==> config.mk <==
export PLATFORM = sky130hd
export DESIGN_NAME = mcap_port
export DESIGN_NICKNAME = d
export VERILOG_FILES = /design/src/rtl/mcap_pkg.sv /design/src/rtl/mcap_fifo.sv /design/src/rtl/mcap_port.sv
export SDC_FILE = /design/constraint.sdc
export NUM_CORES = 1
export LEC_CHECK = 0
export BUFFER_PORTS_ARGS = -buffer_cell sky130_fd_sc_hd__buf_2
export CAP_MARGIN = 10
export CORE_ASPECT_RATIO = 1.5
export CORE_UTILIZATION = 25
export CTS_BUF_LIST = sky130_fd_sc_hd__clkbuf_4 sky130_fd_sc_hd__clkbuf_8
export DETAILED_ROUTE_END_ITERATION = 8
export REMOVE_ABC_BUFFERS = 1
export SLEW_MARGIN = 5
export SYNTH_ARGS = -nofsm -noshare
export SYNTH_HDL_FRONTEND = slang
export SYNTH_SLANG_ARGS = --single-unit
export TNS_END_PERCENT = 50
==> constraint.sdc <==
create_clock -name clock -period 6.15 [get_ports clock]
set_input_delay 0 -clock clock [delete_from_list [all_inputs] [get_ports clock]]
set_output_delay 0 -clock clock [all_outputs]
set_load 0.005 [all_outputs]
==> src/rtl/mcap_pkg.sv <==
package mcap_pkg;

   // System clock and codec bit timing.
   localparam int CLK_HZ         = 100_000_000;
   localparam int CODEC_RATE_HZ  = 64_000;
   localparam int CODEC_HALF_CYC = CLK_HZ / (2 * CODEC_RATE_HZ);
   localparam int CODEC_HALF_W   = 10;

   // Codec FIFO geometry and interrupt spacing in bytes.
   localparam int CODEC_DEPTH     = 16;
   localparam int CODEC_WIDTH     = 8;
   localparam int CODEC_IRQ_BYTES = 8;

   // Audio FIFO geometry, sample width and frame layout.
   localparam int AUD_TX_DEPTH  = 8;
   localparam int AUD_RX_DEPTH  = 12;
   localparam int AUD_SAMPLE_W  = 16;
   localparam int AUD_FRAME_128 = 128;
   localparam int AUD_FRAME_64  = 64;
   localparam int AUD_MCLK_FS   = 256;
   localparam int AUD_DIV_W     = 8;

   // Reset values of the audio emergency status bits.
   localparam logic AUD_UNDERFLOW_RST = 1'b1;
   localparam logic AUD_OVERFLOW_RST  = 1'b1;

   typedef struct packed {
      logic [AUD_SAMPLE_W-1:0] left;
      logic [AUD_SAMPLE_W-1:0] right;
   } mcap_sample_t;

   typedef struct packed {
      logic value;
      logic drive;
   } mcap_pin_t;

   typedef enum logic [1:0] {
      PORT_SSI   = 2'b00,
      PORT_CODEC = 2'b01,
      PORT_AUDIO = 2'b11
   } mcap_port_t;

endpackage

==> src/rtl/mcap_fifo.sv <==
`timescale 1ns/10ps
module mcap_fifo
   #(
   parameter int WIDTH = 8,
   parameter int DEPTH = 16
   )
   (
   // Clock and reset
   input  wire logic             clock,
   input  wire logic             rst,
   input  wire logic             flush,
   // Fill side
   input  wire logic             wrValid,
   input  wire logic [WIDTH-1:0] wrData,
   output logic                  wrReady,
   // Drain side
   input  wire logic             rdReady,
   output logic                  rdValid,
   output logic      [WIDTH-1:0] rdData
   );

   localparam int AW = (DEPTH > 1) ? $clog2(DEPTH) : 1;
   localparam int CW = $clog2(DEPTH + 1);

   logic [WIDTH-1:0] mem [DEPTH];
   logic [AW-1:0]    wrPtr_r;
   logic [AW-1:0]    rdPtr_r;
   logic [CW-1:0]    count_r;

   function automatic logic [AW-1:0] bump(input logic [AW-1:0] p);
      return (p == AW'(DEPTH - 1)) ? '0 : AW'(p + 1'b1);
   endfunction

   wire logic pushOk = wrValid && wrReady;
   wire logic popOk  = rdReady && rdValid;

   assign wrReady = (count_r != CW'(DEPTH));
   assign rdValid = (count_r != '0);
   assign rdData  = mem[rdPtr_r];

   always_ff @(posedge clock)
   begin
      if (rst || flush)
      begin
         wrPtr_r <= '0;
         rdPtr_r <= '0;
         count_r <= '0;
      end
      else
      begin
         if (pushOk)
            wrPtr_r <= bump(wrPtr_r);
         if (popOk)
            rdPtr_r <= bump(rdPtr_r);
         count_r <= CW'(count_r + CW'(pushOk) - CW'(popOk));
      end
   end

   always_ff @(posedge clock)
   begin
      if (pushOk)
         mem[wrPtr_r] <= wrData;
   end

endmodule

==> src/rtl/mcap_port.sv <==
// Notes on behaviour
// - Codec has separate receive and transmit FIFOs, sixteen bytes each.
// - Codec clock and sync are generated here; serial rate is 64 kbit/s.
// - With interrupt enabled, pulse the codec interrupt every eight bytes.
// - First codec interrupt comes 1 ms after the first direction enable.
// - With both codec enables clear, receive reads empty, transmit not full.
// - Codec serial output is not driven while transmit enable is low.
// - Either codec enable runs sync and interrupt logic; both clear stops it.
// - Codec writes fill transmit FIFO; each byte start loads the shifter.
// - Sync is high for one bit clock, during the byte's MSB.
// - Codec transmit shifts MSB first, changing on the bit clock rising edge.
// - Codec receive samples MSB first on falling edges; bytes enter the FIFO.
// - An empty transmit FIFO sends zero; frames continue regardless.
// - Audio sends one frame per sample period, full duplex.
// - Audio bit clock is 64 or 128 times the sample rate.
// - Audio transmit FIFO holds eight samples, receive FIFO twelve.
// - Audio starts disabled with both emergency flags set; writing one clears.
// - Audio clocks come from the main or external source via a divider.
// - Only 32 bits of each audio frame carry data; the rest are zero.
// - Word clock fall starts the right sample, rise starts the left.
// - Master clock runs at 256 times the sample rate.
// - Word clock and audio output change on bit clock falling edges.
// - Audio input is latched on bit clock rising edges.
// - After reset the shared pins are left to the undriven serial port.
`timescale 1ns/10ps
module mcap_port
   import mcap_pkg::*;
   #(
   parameter int CODEC_HALF = CODEC_HALF_CYC,
   parameter int CODEC_FD   = CODEC_DEPTH,
   parameter int AUD_TX_FD  = AUD_TX_DEPTH,
   parameter int AUD_RX_FD  = AUD_RX_DEPTH
   )
   (
   // Clock and reset
   input  wire logic                 clock,
   input  wire logic                 rst,
   // Port routing
   input  wire logic                 audioPortSelect,
   input  wire logic                 audioPortEnable,
   input  wire logic                 serialPortSelect,
   // Codec control and data
   input  wire logic                 codecReceiveEnable,
   input  wire logic                 codecTransmitEnable,
   input  wire logic                 codecIrqEnable,
   input  wire logic                 codecWrValid,
   input  wire logic [7:0]           codecWrData,
   input  wire logic                 codecRdPop,
   output logic      [7:0]           codecRdData,
   output logic                      codecRxEmptyFlag,
   output logic                      codecTxFullFlag,
   output logic                      codecHalfFifoIrq,
   // Audio control
   input  wire logic                 bitclk64xSelect,
   input  wire logic                 bitclk128xSelect,
   input  wire logic                 audioClockSource,
   input  wire logic [AUD_DIV_W-1:0] audioClockDivisor,
   input  wire logic                 audioTxChanEnable,
   input  wire logic                 audioRxChanEnable,
   input  wire logic                 underflowClear,
   input  wire logic                 overflowClear,
   // Audio data and status
   input  wire logic                 audioTxValid,
   input  wire mcap_sample_t         audioTxData,
   output logic                      audioTxReady,
   input  wire logic                 audioRxPop,
   output mcap_sample_t              audioRxData,
   output logic                      audioRxValid,
   output logic                      audioUnderflow,
   output logic                      audioOverflow,
   // Shared pins
   input  wire logic                 extAudioClock,
   input  wire logic                 serialInPin,
   output mcap_pin_t                 portClkPin,
   output mcap_pin_t                 portFramePin,
   output mcap_pin_t                 portTxDataPin,
   output mcap_pin_t                 portAuxPin
   );

   logic [CODEC_HALF_W-1:0] halfCnt_r;
   logic                    codecClk_r;
   logic [2:0]              bitIdx_r;
   logic                    codecSync_r;
   logic [7:0]              codecShift_r;
   logic [7:0]              rxShift_r;
   logic [2:0]              byteCnt_r;
   logic                    rxMeta_r;
   logic                    rxSync_r;
   logic [2:0]              extSync_r;
   logic [AUD_DIV_W-1:0]    divCnt_r;
   logic [1:0]              mclkPh_r;
   logic                    mclk_r;
   logic                    bclk_r;
   logic [6:0]              frameBit_r;
   logic                    wordClk_r;
   logic                    audio_serial_out_r;
   mcap_sample_t            curSample_r;
   logic [15:0]             rxLeft_r;
   logic [15:0]             rxRight_r;
   logic [7:0]              txHeadC;
   logic [7:0]              rxHeadC;
   logic                    txValidC;
   logic                    txReadyC;
   logic                    rxValidC;
   mcap_sample_t            txHeadA;
   mcap_sample_t            rxHeadA;
   logic                    txValidA;
   logic                    txReadyA;
   logic                    rxValidA;
   logic                    rxReadyA;

   function automatic logic bclkLevel(input logic [1:0] ph, input logic slow);
      return slow ? ph[1] : ph[0];
   endfunction

   // Mixed select settings fall back to the undriven serial port.
   wire mcap_port_t portMode = mcap_port_t'((audioPortSelect && audioPortEnable) ? PORT_AUDIO :
      (!audioPortSelect && !audioPortEnable && serialPortSelect) ? PORT_CODEC : PORT_SSI);
   wire logic audioRun = (portMode == PORT_AUDIO);

   // Codec timing decode.
   wire logic codecActive = codecReceiveEnable || codecTransmitEnable;
   wire logic codecTick   = codecActive && (halfCnt_r == CODEC_HALF_W'(CODEC_HALF - 1));
   wire logic codecRise   = codecTick && !codecClk_r;
   wire logic codecFall   = codecTick && codecClk_r;
   wire logic byteWrap    = codecRise && (bitIdx_r == 3'h7);
   wire logic byteDone    = codecFall && (bitIdx_r == 3'h7);
   wire logic txPopC      = byteWrap && codecTransmitEnable && txValidC;
   wire logic rxPushC     = byteDone && codecReceiveEnable;
   wire logic [7:0] rxByte = {rxShift_r[6:0], rxSync_r};
   // An empty FIFO or a disabled transmitter loads zero.
   wire logic [7:0] nextByte = txPopC ? txHeadC : 8'h00;

   // Both codec FIFOs are cleared while the codec is idle.
   mcap_fifo #(.WIDTH(CODEC_WIDTH), .DEPTH(CODEC_FD)) codecTxFifo
   (
      .clock  (clock),
      .rst    (rst),
      .flush  (!codecActive),
      .wrValid(codecWrValid),
      .wrData (codecWrData),
      .wrReady(txReadyC),
      .rdReady(txPopC),
      .rdValid(txValidC),
      .rdData (txHeadC)
   );

   mcap_fifo #(.WIDTH(CODEC_WIDTH), .DEPTH(CODEC_FD)) codecRxFifo
   (
      .clock  (clock),
      .rst    (rst),
      .flush  (!codecActive),
      .wrValid(rxPushC),
      .wrData (rxByte),
      .wrReady(),
      .rdReady(codecRdPop),
      .rdValid(rxValidC),
      .rdData (rxHeadC)
   );

   // The shared input pin is asynchronous to the system clock.
   always_ff @(posedge clock)
   begin
      rxMeta_r  <= serialInPin;
      rxSync_r  <= rxMeta_r;
      extSync_r <= {extSync_r[1:0], extAudioClock};
   end

   // Codec bit engine; the byte counter restarts when an enable is set while both were clear.
   always_ff @(posedge clock)
   begin
      if (rst || !codecActive)
      begin
         halfCnt_r    <= '0;
         codecClk_r   <= 1'b0;
         bitIdx_r     <= 3'h7;
         codecSync_r  <= 1'b0;
         codecShift_r <= 8'h00;
         rxShift_r    <= 8'h00;
         byteCnt_r    <= 3'h0;
      end
      else
      begin
         halfCnt_r <= codecTick ? '0 : CODEC_HALF_W'(halfCnt_r + 1'b1);
         if (codecTick)
            codecClk_r <= !codecClk_r;
         if (codecRise)
         begin
            bitIdx_r     <= 3'(bitIdx_r + 1'b1);
            codecSync_r  <= byteWrap;
            codecShift_r <= byteWrap ? nextByte : {codecShift_r[6:0], 1'b0};
         end
         if (codecFall)
            rxShift_r <= rxByte;
         if (byteDone)
            byteCnt_r <= 3'(byteCnt_r + 1'b1);
      end
   end

   // Codec register-side outputs.
   always_ff @(posedge clock)
   begin
      if (rst)
      begin
         codecRdData      <= 8'h00;
         codecRxEmptyFlag <= 1'b1;
         codecTxFullFlag  <= 1'b0;
         codecHalfFifoIrq <= 1'b0;
      end
      else
      begin
         codecRdData      <= rxHeadC;
         codecRxEmptyFlag <= !codecActive || !rxValidC;
         codecTxFullFlag  <= codecActive && !txReadyC;
         codecHalfFifoIrq <= codecIrqEnable && byteDone &&
                             (byteCnt_r == 3'(CODEC_IRQ_BYTES - 1));
      end
   end

   // Audio clock divider; the divisor sets the master clock to 256 fs.
   wire logic extEdge = extSync_r[1] && !extSync_r[2];
   wire logic srcTick = audioClockSource ? extEdge : 1'b1;
   wire logic divLast = (AUD_DIV_W'(divCnt_r + 1'b1) >= audioClockDivisor);
   wire logic mclkTick = audioRun && srcTick && divLast;
   wire logic [AUD_DIV_W-1:0] divCntNxt = !srcTick ? divCnt_r :
      divLast ? '0 : AUD_DIV_W'(divCnt_r + 1'b1);
   wire logic [1:0] phNxt = 2'(mclkPh_r + 1'b1);
   // Both selects are consulted; 64x runs only with the 64x select set and the 128x select clear.
   wire logic slow = bitclk64xSelect && !bitclk128xSelect;
   wire logic bRise = mclkTick && !bclkLevel(mclkPh_r, slow) && bclkLevel(phNxt, slow);
   wire logic bFall = mclkTick && bclkLevel(mclkPh_r, slow) && !bclkLevel(phNxt, slow);

   // Frame position decode.
   wire logic [6:0] frameLast = slow ? 7'(AUD_FRAME_64 - 1) : 7'(AUD_FRAME_128 - 1);
   wire logic [6:0] frameHalf = slow ? 7'(AUD_FRAME_64 / 2) : 7'(AUD_FRAME_128 / 2);
   wire logic [6:0] fbNxt = (frameBit_r >= frameLast) ? 7'h00 : 7'(frameBit_r + 1'b1);
   wire logic inLeftNxt  = (fbNxt < 7'(AUD_SAMPLE_W));
   wire logic inRightNxt = (fbNxt >= frameHalf) && (fbNxt < 7'(frameHalf + AUD_SAMPLE_W));
   wire logic inLeftNow  = (frameBit_r < 7'(AUD_SAMPLE_W));
   wire logic inRightNow = (frameBit_r >= frameHalf) &&
                           (frameBit_r < 7'(frameHalf + AUD_SAMPLE_W));
   wire logic frameStart = bFall && (fbNxt == 7'h00);
   wire logic popAud = frameStart && audioTxChanEnable && txValidA;
   wire logic underflowSet = frameStart && audioTxChanEnable && !txValidA;
   wire mcap_sample_t frameSample = !frameStart ? curSample_r :
      popAud ? txHeadA : '0;
   // Frame half widths are multiples of 16, so the low nibble is the bit offset.
   wire logic sdoutNxt = inLeftNxt  ? frameSample.left[4'hF - fbNxt[3:0]] :
                         inRightNxt ? frameSample.right[4'hF - fbNxt[3:0]] : 1'b0;
   wire logic rxLastBit = bRise && (frameBit_r == 7'(frameHalf + AUD_SAMPLE_W - 1));
   wire logic pushAud = rxLastBit && audioRxChanEnable;
   wire logic overflowSet = pushAud && !rxReadyA;
   wire mcap_sample_t rxWord = '{left: rxLeft_r, right: {rxRight_r[14:0], rxSync_r}};

   // Priming is possible as soon as the port is routed to audio.
   mcap_fifo #(.WIDTH($bits(mcap_sample_t)), .DEPTH(AUD_TX_FD)) audioTxFifo
   (
      .clock  (clock),
      .rst    (rst),
      .flush  (!audioRun),
      .wrValid(audioTxValid),
      .wrData (audioTxData),
      .wrReady(txReadyA),
      .rdReady(popAud),
      .rdValid(txValidA),
      .rdData (txHeadA)
   );

   mcap_fifo #(.WIDTH($bits(mcap_sample_t)), .DEPTH(AUD_RX_FD)) audioRxFifo
   (
      .clock  (clock),
      .rst    (rst),
      .flush  (!audioRun),
      .wrValid(pushAud),
      .wrData (rxWord),
      .wrReady(rxReadyA),
      .rdReady(audioRxPop),
      .rdValid(rxValidA),
      .rdData (rxHeadA)
   );

   // Audio frame engine.
   always_ff @(posedge clock)
   begin
      if (rst || !audioRun)
      begin
         divCnt_r    <= '0;
         mclkPh_r    <= 2'h0;
         mclk_r      <= 1'b0;
         bclk_r      <= 1'b0;
         frameBit_r  <= 7'(AUD_FRAME_128 - 1);
         wordClk_r   <= 1'b0;
         audio_serial_out_r     <= 1'b0;
         curSample_r <= '0;
         rxLeft_r    <= 16'h0000;
         rxRight_r   <= 16'h0000;
      end
      else
      begin
         divCnt_r <= divCntNxt;
         mclk_r   <= (divCntNxt < (audioClockDivisor >> 1)) ? 1'b0 : 1'b1;
         if (mclkTick)
         begin
            mclkPh_r <= phNxt;
            bclk_r   <= bclkLevel(phNxt, slow);
         end
         if (bFall)
         begin
            frameBit_r  <= fbNxt;
            wordClk_r   <= (fbNxt < frameHalf);
            audio_serial_out_r     <= sdoutNxt;
            curSample_r <= frameSample;
         end
         if (bRise && inLeftNow)
            rxLeft_r <= {rxLeft_r[14:0], rxSync_r};
         if (bRise && inRightNow)
            rxRight_r <= {rxRight_r[14:0], rxSync_r};
      end
   end

   // Audio status; a new event wins over a clear in the same cycle.
   always_ff @(posedge clock)
   begin
      if (rst)
      begin
         audioUnderflow <= AUD_UNDERFLOW_RST;
         audioOverflow  <= AUD_OVERFLOW_RST;
         audioTxReady   <= 1'b0;
         audioRxValid   <= 1'b0;
         audioRxData    <= '0;
      end
      else
      begin
         audioUnderflow <= (audioUnderflow && !underflowClear) || underflowSet;
         audioOverflow  <= (audioOverflow && !overflowClear) || overflowSet;
         audioTxReady   <= txReadyA;
         audioRxValid   <= rxValidA;
         audioRxData    <= rxHeadA;
      end
   end

   // Shared pin routing; in the serial slave case nothing is driven.
   always_ff @(posedge clock)
   begin
      if (rst)
      begin
         portClkPin    <= '0;
         portFramePin  <= '0;
         portTxDataPin <= '0;
         portAuxPin    <= '0;
      end
      else
      begin
         unique case (portMode)
            PORT_CODEC:
            begin
               portClkPin    <= '{value: codecClk_r, drive: 1'b1};
               portFramePin  <= '{value: codecSync_r, drive: 1'b1};
               portTxDataPin <= '{value: codecShift_r[7], drive: codecTransmitEnable};
               portAuxPin    <= '0;
            end
            PORT_AUDIO:
            begin
               portClkPin    <= '{value: bclk_r, drive: 1'b1};
               portFramePin  <= '{value: wordClk_r, drive: 1'b1};
               portTxDataPin <= '{value: audio_serial_out_r, drive: 1'b1};
               portAuxPin    <= '{value: mclk_r, drive: 1'b1};
            end
            default:
            begin
               portClkPin    <= '0;
               portFramePin  <= '0;
               portTxDataPin <= '0;
               portAuxPin    <= '0;
            end
         endcase
      end
   end
endmodule

# After elaboration in Yosys (flattened, before gate mapping)
# Memories as Yosys holds them, arrays and structs flattened. A register that Yosys moved wholly into a read port is not among the register bits.
# Cells that the tools add are included.
word_totals:
  regBits: 185
  ram_bits: 896
  word_cells: 223
  memories: 4
mem_list:
  columns: ["memory", "words", "word_bits", "read_ports", "rd_clocked_by_memory_dff", "wr", "line", "source"]
  rows:
  - ["audioRxFifo.mem", 12, 32, 1, 1, 1, "mcap_fifo.sv:25", "logic [WIDTH-1:0] mem [DEPTH];"]
  - ["audioTxFifo.mem", 8, 32, 1, 1, 1, "mcap_fifo.sv:25", null]
  - ["codecRxFifo.mem", 16, 8, 1, 1, 1, "mcap_fifo.sv:25", null]
  - ["codecTxFifo.mem", 16, 8, 1, 1, 1, "mcap_fifo.sv:25", null]
classes:
  n_addsub: 25
  order_cmp: 11
  n_eq_ne: 18
  mux: 45
  bitwise_logic: 1
  n_reduce_logical: 71
op_table:
  columns: ["op", "count"]
  rows:
  - ["$mux 32", 2]
  - ["$logic_and 1x1->1", 43]
  - ["$mux 4", 8]
  - ["$mux 8", 4]
  - ["$add 4x1->4 const B", 6]
  - ["$eq 4x4->1 const B", 6]
  - ["$ge 7x7->1", 3]
  - ["$lt 7x7->1", 3]
  - ["$mux 7", 3]
  - ["$mux 1", 18]
  - ["$logic_not 1->1", 15]
  - ["$lt 7x5->1 const B", 2]
  - ["$add 3x1->3 const B", 4]
  - ["$eq 3x3->1 const B", 4]
  - ["$mux 3", 4]
  - ["$pmux 2 s2", 3]
  - ["$add 10x1->10 const B", 1]
  - ["$add 5x1->5", 2]
  - ["$eq 10x10->1 const B", 1]
  - ["$ne 5x5->1 const B", 2]
  - ["$reduce_bool 5->1", 2]
  - ["$sub 5x1->5", 2]
  - ["$add 4x1->4", 2]
  - ["$add 8x1->8 const B", 1]
  - ["20 further kinds", 30]

# Depth between registers and ports, before layout
depth:
  depth_word: 19
  mapped_depth: 18

# By module
# From an unflattened synthesis, not the netlist that was laid out.
hier_totals:
  hier_cells: 2737
  area_unflattened_um2: 45192.1
modules_own_cells:
  columns: ["module", "n_inst", "cells_each", "area_each_um2"]
  rows:
  - ["mcap_fifo (audioRxFifo)", 1, 821, 15582.4]
  - ["mcap_fifo (codecRxFifo ...)", 2, 314, 5745.5]
  - ["mcap_fifo (audioTxFifo)", 1, 447, 10456.3]
  - ["mcap_port", 1, 841, 7662.3]

# Worst setup path after synthesis
# Ideal clock, no wire load.
synth_timing:
  path_kind: "reg2reg"
  startpoint: "reg divCnt_r[0]"
  endpoint: "mem audioRxFifo.mem[3][0] in the netlist's numbering (enable)"
  setup_time_ns: 0.505
  arrival_ns: 5.960
  setup_slack_ns: -0.315
  path_stages_with_launch: 13
  n_path_buf: 0
  synth_period_minus_slack_ns: 6.465
  path_cell_list: "dfxtp_1 -> ha_1 -> nand3_1 -> nor2_1 -> xor2_1 -> ha_1 -> nand4_1 -> o311a_2 -> nor3_1 -> o2111ai_1 -> nor2_1 -> nand2_1 -> nor4_1"
synth_between:
  elab_chain_cells: 10
synth_lines:
  columns: ["item", "line", "source"]
  rows:
  - ["start: declaration", "mcap_port.sv:90", "logic [AUD_DIV_W-1:0] divCnt_r;"]
  - ["start signal: assignment", "mcap_port.sv:300", "divCnt_r <= divCntNxt;"]
  - ["$add 8x1->8", "mcap_port.sv:223", "wire logic divLast = (AUD_DIV_W'(divCnt_r + 1'b1) >= audioClockDivisor);"]
  - ["$ge 8x8->1", "mcap_port.sv:223", null]
  - ["$logic_and 1x1->1", "mcap_port.sv:224", "wire logic mclkTick = audioRun && srcTick && divLast;"]
  - ["$logic_and 1x1->1 (2 in series)", "mcap_port.sv:230", "wire logic bRise = mclkTick && !bclkLevel(mclkPh_r, slow) && bclkLevel(phNxt, slow);"]
  - ["$logic_and 1x1->1", "mcap_port.sv:250", "wire logic rxLastBit = bRise && (frameBit_r == 7'(frameHalf + AUD_SAMPLE_W - 1));"]
  - ["$logic_and 1x1->1", "mcap_port.sv:251", "wire logic pushAud = rxLastBit && audioRxChanEnable;"]
  - ["$logic_and 1x1->1", "mcap_fifo.sv:34", "wire logic pushOk = wrValid && wrReady;"]
  - ["$mux 1", "mcap_fifo.sv:61", "if (pushOk)"]
  - ["$mux 1 (not written as such)", "mcap_fifo.sv:62", "mem[wrPtr_r] <= wrData;"]
  - ["end: declaration", "mcap_fifo.sv:25", null]
# No other way between the ends.

# Final worst setup path
layout_timing:
  startpoint: "reg divCnt_r[0]"
  endpoint: "mem audioRxFifo.mem[4][11] in the netlist's numbering (enable)"
# Same word-level chain as after synthesis.

==> impl_metrics.toml <==
[status]
status = "complete, no violations"

[placed_design]
dp_cells = 4829
hpwl_um = 58800
place.gp.congestion = 0.750
port_buffers = 123
dp_slack_ns = 1.08

[setup_path]
crit_chain = "ha_1 > nand3_1 > nor2_1 > xor2_1 > ha_1 > nand4_1 > o311a_2 > nor3_1 > buf_4 > o2111ai_1 > nor2_1 > nand2_1 > nor3b_1 > and2_2 > buf_4"
cp.required_ns = 6.67
path_delay_family = "simple AND/OR/NAND/NOR gates"
cp_slowest_stage_delay_ns = 0.48
start_kind = "flop"
r2r_setup_slack_ns = 1.19
cp.arrival_ns = 5.49
reg2reg_to = "audioRxFifo.mem[4][11]$_DFFE_PP_"
r2r-start = "divCnt_r[0]$_SDFF_PP0_"
r2r_cells = 15
critPathBufInv = 2
crit_path_top_delay_cell = "dfxtp_1"
cp_max_fo = 21
cp-end-kind = "flop"
path_class = "reg -> reg"

[drt]
avgRoutedWirePerCell_um = 18.1
first_pass_iters = 5
via_count = 22600
totalWireLength_um = 95300
drt.antenna.violating_nets = 0
vias_per_cell = 4.30
drcViolationCount = 0
drtIter0Drc = 1320

[floorplan]
die_w_um = 344
die_area_sq_um = 177000
top_level_ports = 124
die_h_um = 514
initial_utilization_pct = 25.2
placement_rows = 187
core_area_sq_um = 173000

[yosys]
synth_most_common_cell = "edfxtp_1"
post_synth.cell_area_avg_sq_um = 17.4
synth_cells = 2515
synth.area.top_cells = "edfxtp_1 61%, mux4_2 12%, dfxtp_1 11%"
ys_warn_count = 0
synth.top_cells.by_count = "896 x edfxtp_1, 242 x mux4_2, 231 x dfxtp_1"
synthFlopType = "edfxtp_1"
synth.distinct_cells = 66
synth_area_sq_um = 43800
synth_edf_count = 896
ys_seq_elements = 1127
synth-async-reset-ratio_pct = 0
synth_top_area_share_pct = 61.5
synth_top_cell_by_area = "edfxtp_1"
yosysSeqAreaShare_pct = 72.0

[sta]
timing.final.crit_share_pct = 80.7
setup_ws_ns = 1.19
fin_crit_ns = 4.96
finalHoldViolCount = 0
worst_pin_slew_ns = 1.08
slew_headroom_pct = 26.8
setup_viol = 0
fmax_mhz = 201
setup_tns_ns = 0
rsz0062_at_grt = "no"
fin_skew_ns = 0.0565
drv_slew = 0

[grt]
track_usage_pct = 10.8
grt-ovfl-total = 0
grt_pass1_vias = 24100
antenna_found_initial = 6
grt_pass1_wl_um = 146000
grt_max_degree = 70

[finish]
area_delta_synth_final_pct = 18.7
nFillCells = 17000
multi_input_area_sq_um = 11600
drive_above_1_share_pct = 26.2
seqCellArea_sq_um = 31600
finalNonFillerCells = 5261
num-nets-final = 2993

[clock_tree]
clk_pin_slew_ns = 0.06
htreeDepth = 4
post_cts_buffers = 0
clock_path_buffers = 3
clock-sinks = 1127
numCtsBuffers = 171
insertion_delay_ns = 0.89
cts_tree = "built"
clk_root_buffer_cell = "clkbuf_8"

[pwr]
vdd.ir_drop.worst_uv = 194
power_leakage_nw = 17.9
power.density_nw_per_um2 = 292

[hold_path]
hold_path.class = "in -> reg"
hp-start = "codecWrData[2]"
min_path_cells = 2
worstHoldEndpoint = "codecTxFifo.mem[8][2]$_DFFE_PP_"

[run]
cap_violations = 0
## worst max path at each step
stage | start | end | cells after the start
after floorplan | divCnt_r[0]$_SDFF_PP0_ | audioRxFifo.mem[3][0]$_DFFE_PP_ | 12
after global placement | divCnt_r[0]$_SDFF_PP0_ | audioRxFifo.mem[6][6]$_DFFE_PP_ | 15
after detailed placement | divCnt_r[0]$_SDFF_PP0_ | audioRxFifo.mem[6][11]$_DFFE_PP_ | 15
after CTS | divCnt_r[0]$_SDFF_PP0_ | audioRxFifo.mem[6][30]$_DFFE_PP_ | 15
after global routing | divCnt_r[0]$_SDFF_PP0_ | audioRxFifo.mem[4][11]$_DFFE_PP_ | 15
final | divCnt_r[0]$_SDFF_PP0_ | audioRxFifo.mem[4][11]$_DFFE_PP_ | 15
## per-layer routing
metal / GRT usage (%) / vias up / share of wire, %
met5: 0 / - / 0.023
met4: 4.18 / 4 / 2.4
met1: 13.1 / 11500 / 42
met3: 2.04 / 161 / 4.4
met2: 18.9 / 475 / 52
li1: - / 10400 / -
## cell usage in the layout, fill, tap and decap left out, drive strengths merged, types with 22 or more instances in the layout
| cell | n |
|---|---|
| clkbuf | 248 |
| nand2 | 149 |
| dlygate4sd3 | 114 |
| mux2 | 36 |
| clkinv | 57 |
| edfxtp | 896 |
| dfxtp | 231 |
| buf | 174 |
| o21ai | 22 |
| xor2 | 23 |
| mux4 | 242 |
| ha | 72 |
| a21oi | 107 |
| mux2i | 55 |
| a22oi | 30 |
| nand3 | 24 |
| nor2 | 228 |
| inv | 65 |
## timing repair
item,in CTS,in global routing
hold buffers,114,0
gates resized for setup,0,0
hold endpoints to repair,661,0
## area by class of cell
cell class,count,area share (%)
flip-flops and latches,1127,60.7
multi-input cells,1195,22.4
clock buffers,248,5.76
well taps,2268,5.46
repair buffers,288,4.19
clock inverters,67,1.02
inverters,65,0.470
diodes,3,0.0144
## where the power goes
| group | total (W) | switching [W] | internal [W] |
|---|---|---|---|
| clock | 0.00631 | 0.00294 | 0.00337 |
| combinational | 0.000611 | 0.000328 | 0.000283 |
| sequential | 0.00827 | 0.0000334 | 0.00824 |
| total | 0.0152 | 0.00331 | 0.0119 |
## cell families (layout without fill, tap and decap cells)
logic type / count (synthesis) / count (layout) / share of synthesized area [%]
AOI/OAI and AO/OA: 227 / 227 / 3.30
xor gates and xnor gates: 44 / 44 / 0.880
adders and majority gates: 76 / 76 / 2.24
buffers and inverters: 193 / 668 / 1.77
DFF: 1127 / 1127 / 72.0
muxes: 333 / 333 / 14.6
other: 0 / 3 / 0
and+or+nand+nor: 515 / 515 / 5.14
## worst register-to-register path, cell delays in order (launching register included)
cell	delay, ns
dfxtp_1	0.48
ha_1	0.28
nand3_1	0.14
nor2_1	0.15
xor2_1	0.10
ha_1	0.31
nand4_1	0.12
o311a_2	0.48
nor3_1	0.16
buf_4	0.17
o2111ai_1	0.18
nor2_1	0.41
nand2_1	0.35
nor3b_1	0.43
and2_2	0.44
buf_4	0.40
## flip-flops by register name, indices dropped and copies added (netlist names), 10 cells and up, named ones only
register and cells:
audioTxFifo.mem 256, curSample_r 32, halfCnt_r 10, rxRight_r 15, audioRxData 32, codecTxFifo.mem 128
audioRxFifo.mem 384, codecRxFifo.mem 128, rxLeft_r 16
## per-stage QoR
| step | total power, W | utilization, % | hold WS [ns] | area [sq um] |
|---|---|---|---|---|
| finish | 0.0152 | 30.0 | 0.119 | 52000 |
| global route | 0.0158 | 30.0 | 0.0846 | 51900 |
| CTS | 0.0154 | 30.0 | 0.00804 | 51900 |
| detailed placement | 0.00900 | 27.3 | 0.172 | 47300 |
| global placement | 0.00899 | 27.3 | 0.172 | 47300 |
| floorplan | 0.00878 | - | 0.0277 | 43200 |
Power figures use the tool's default switching activity.
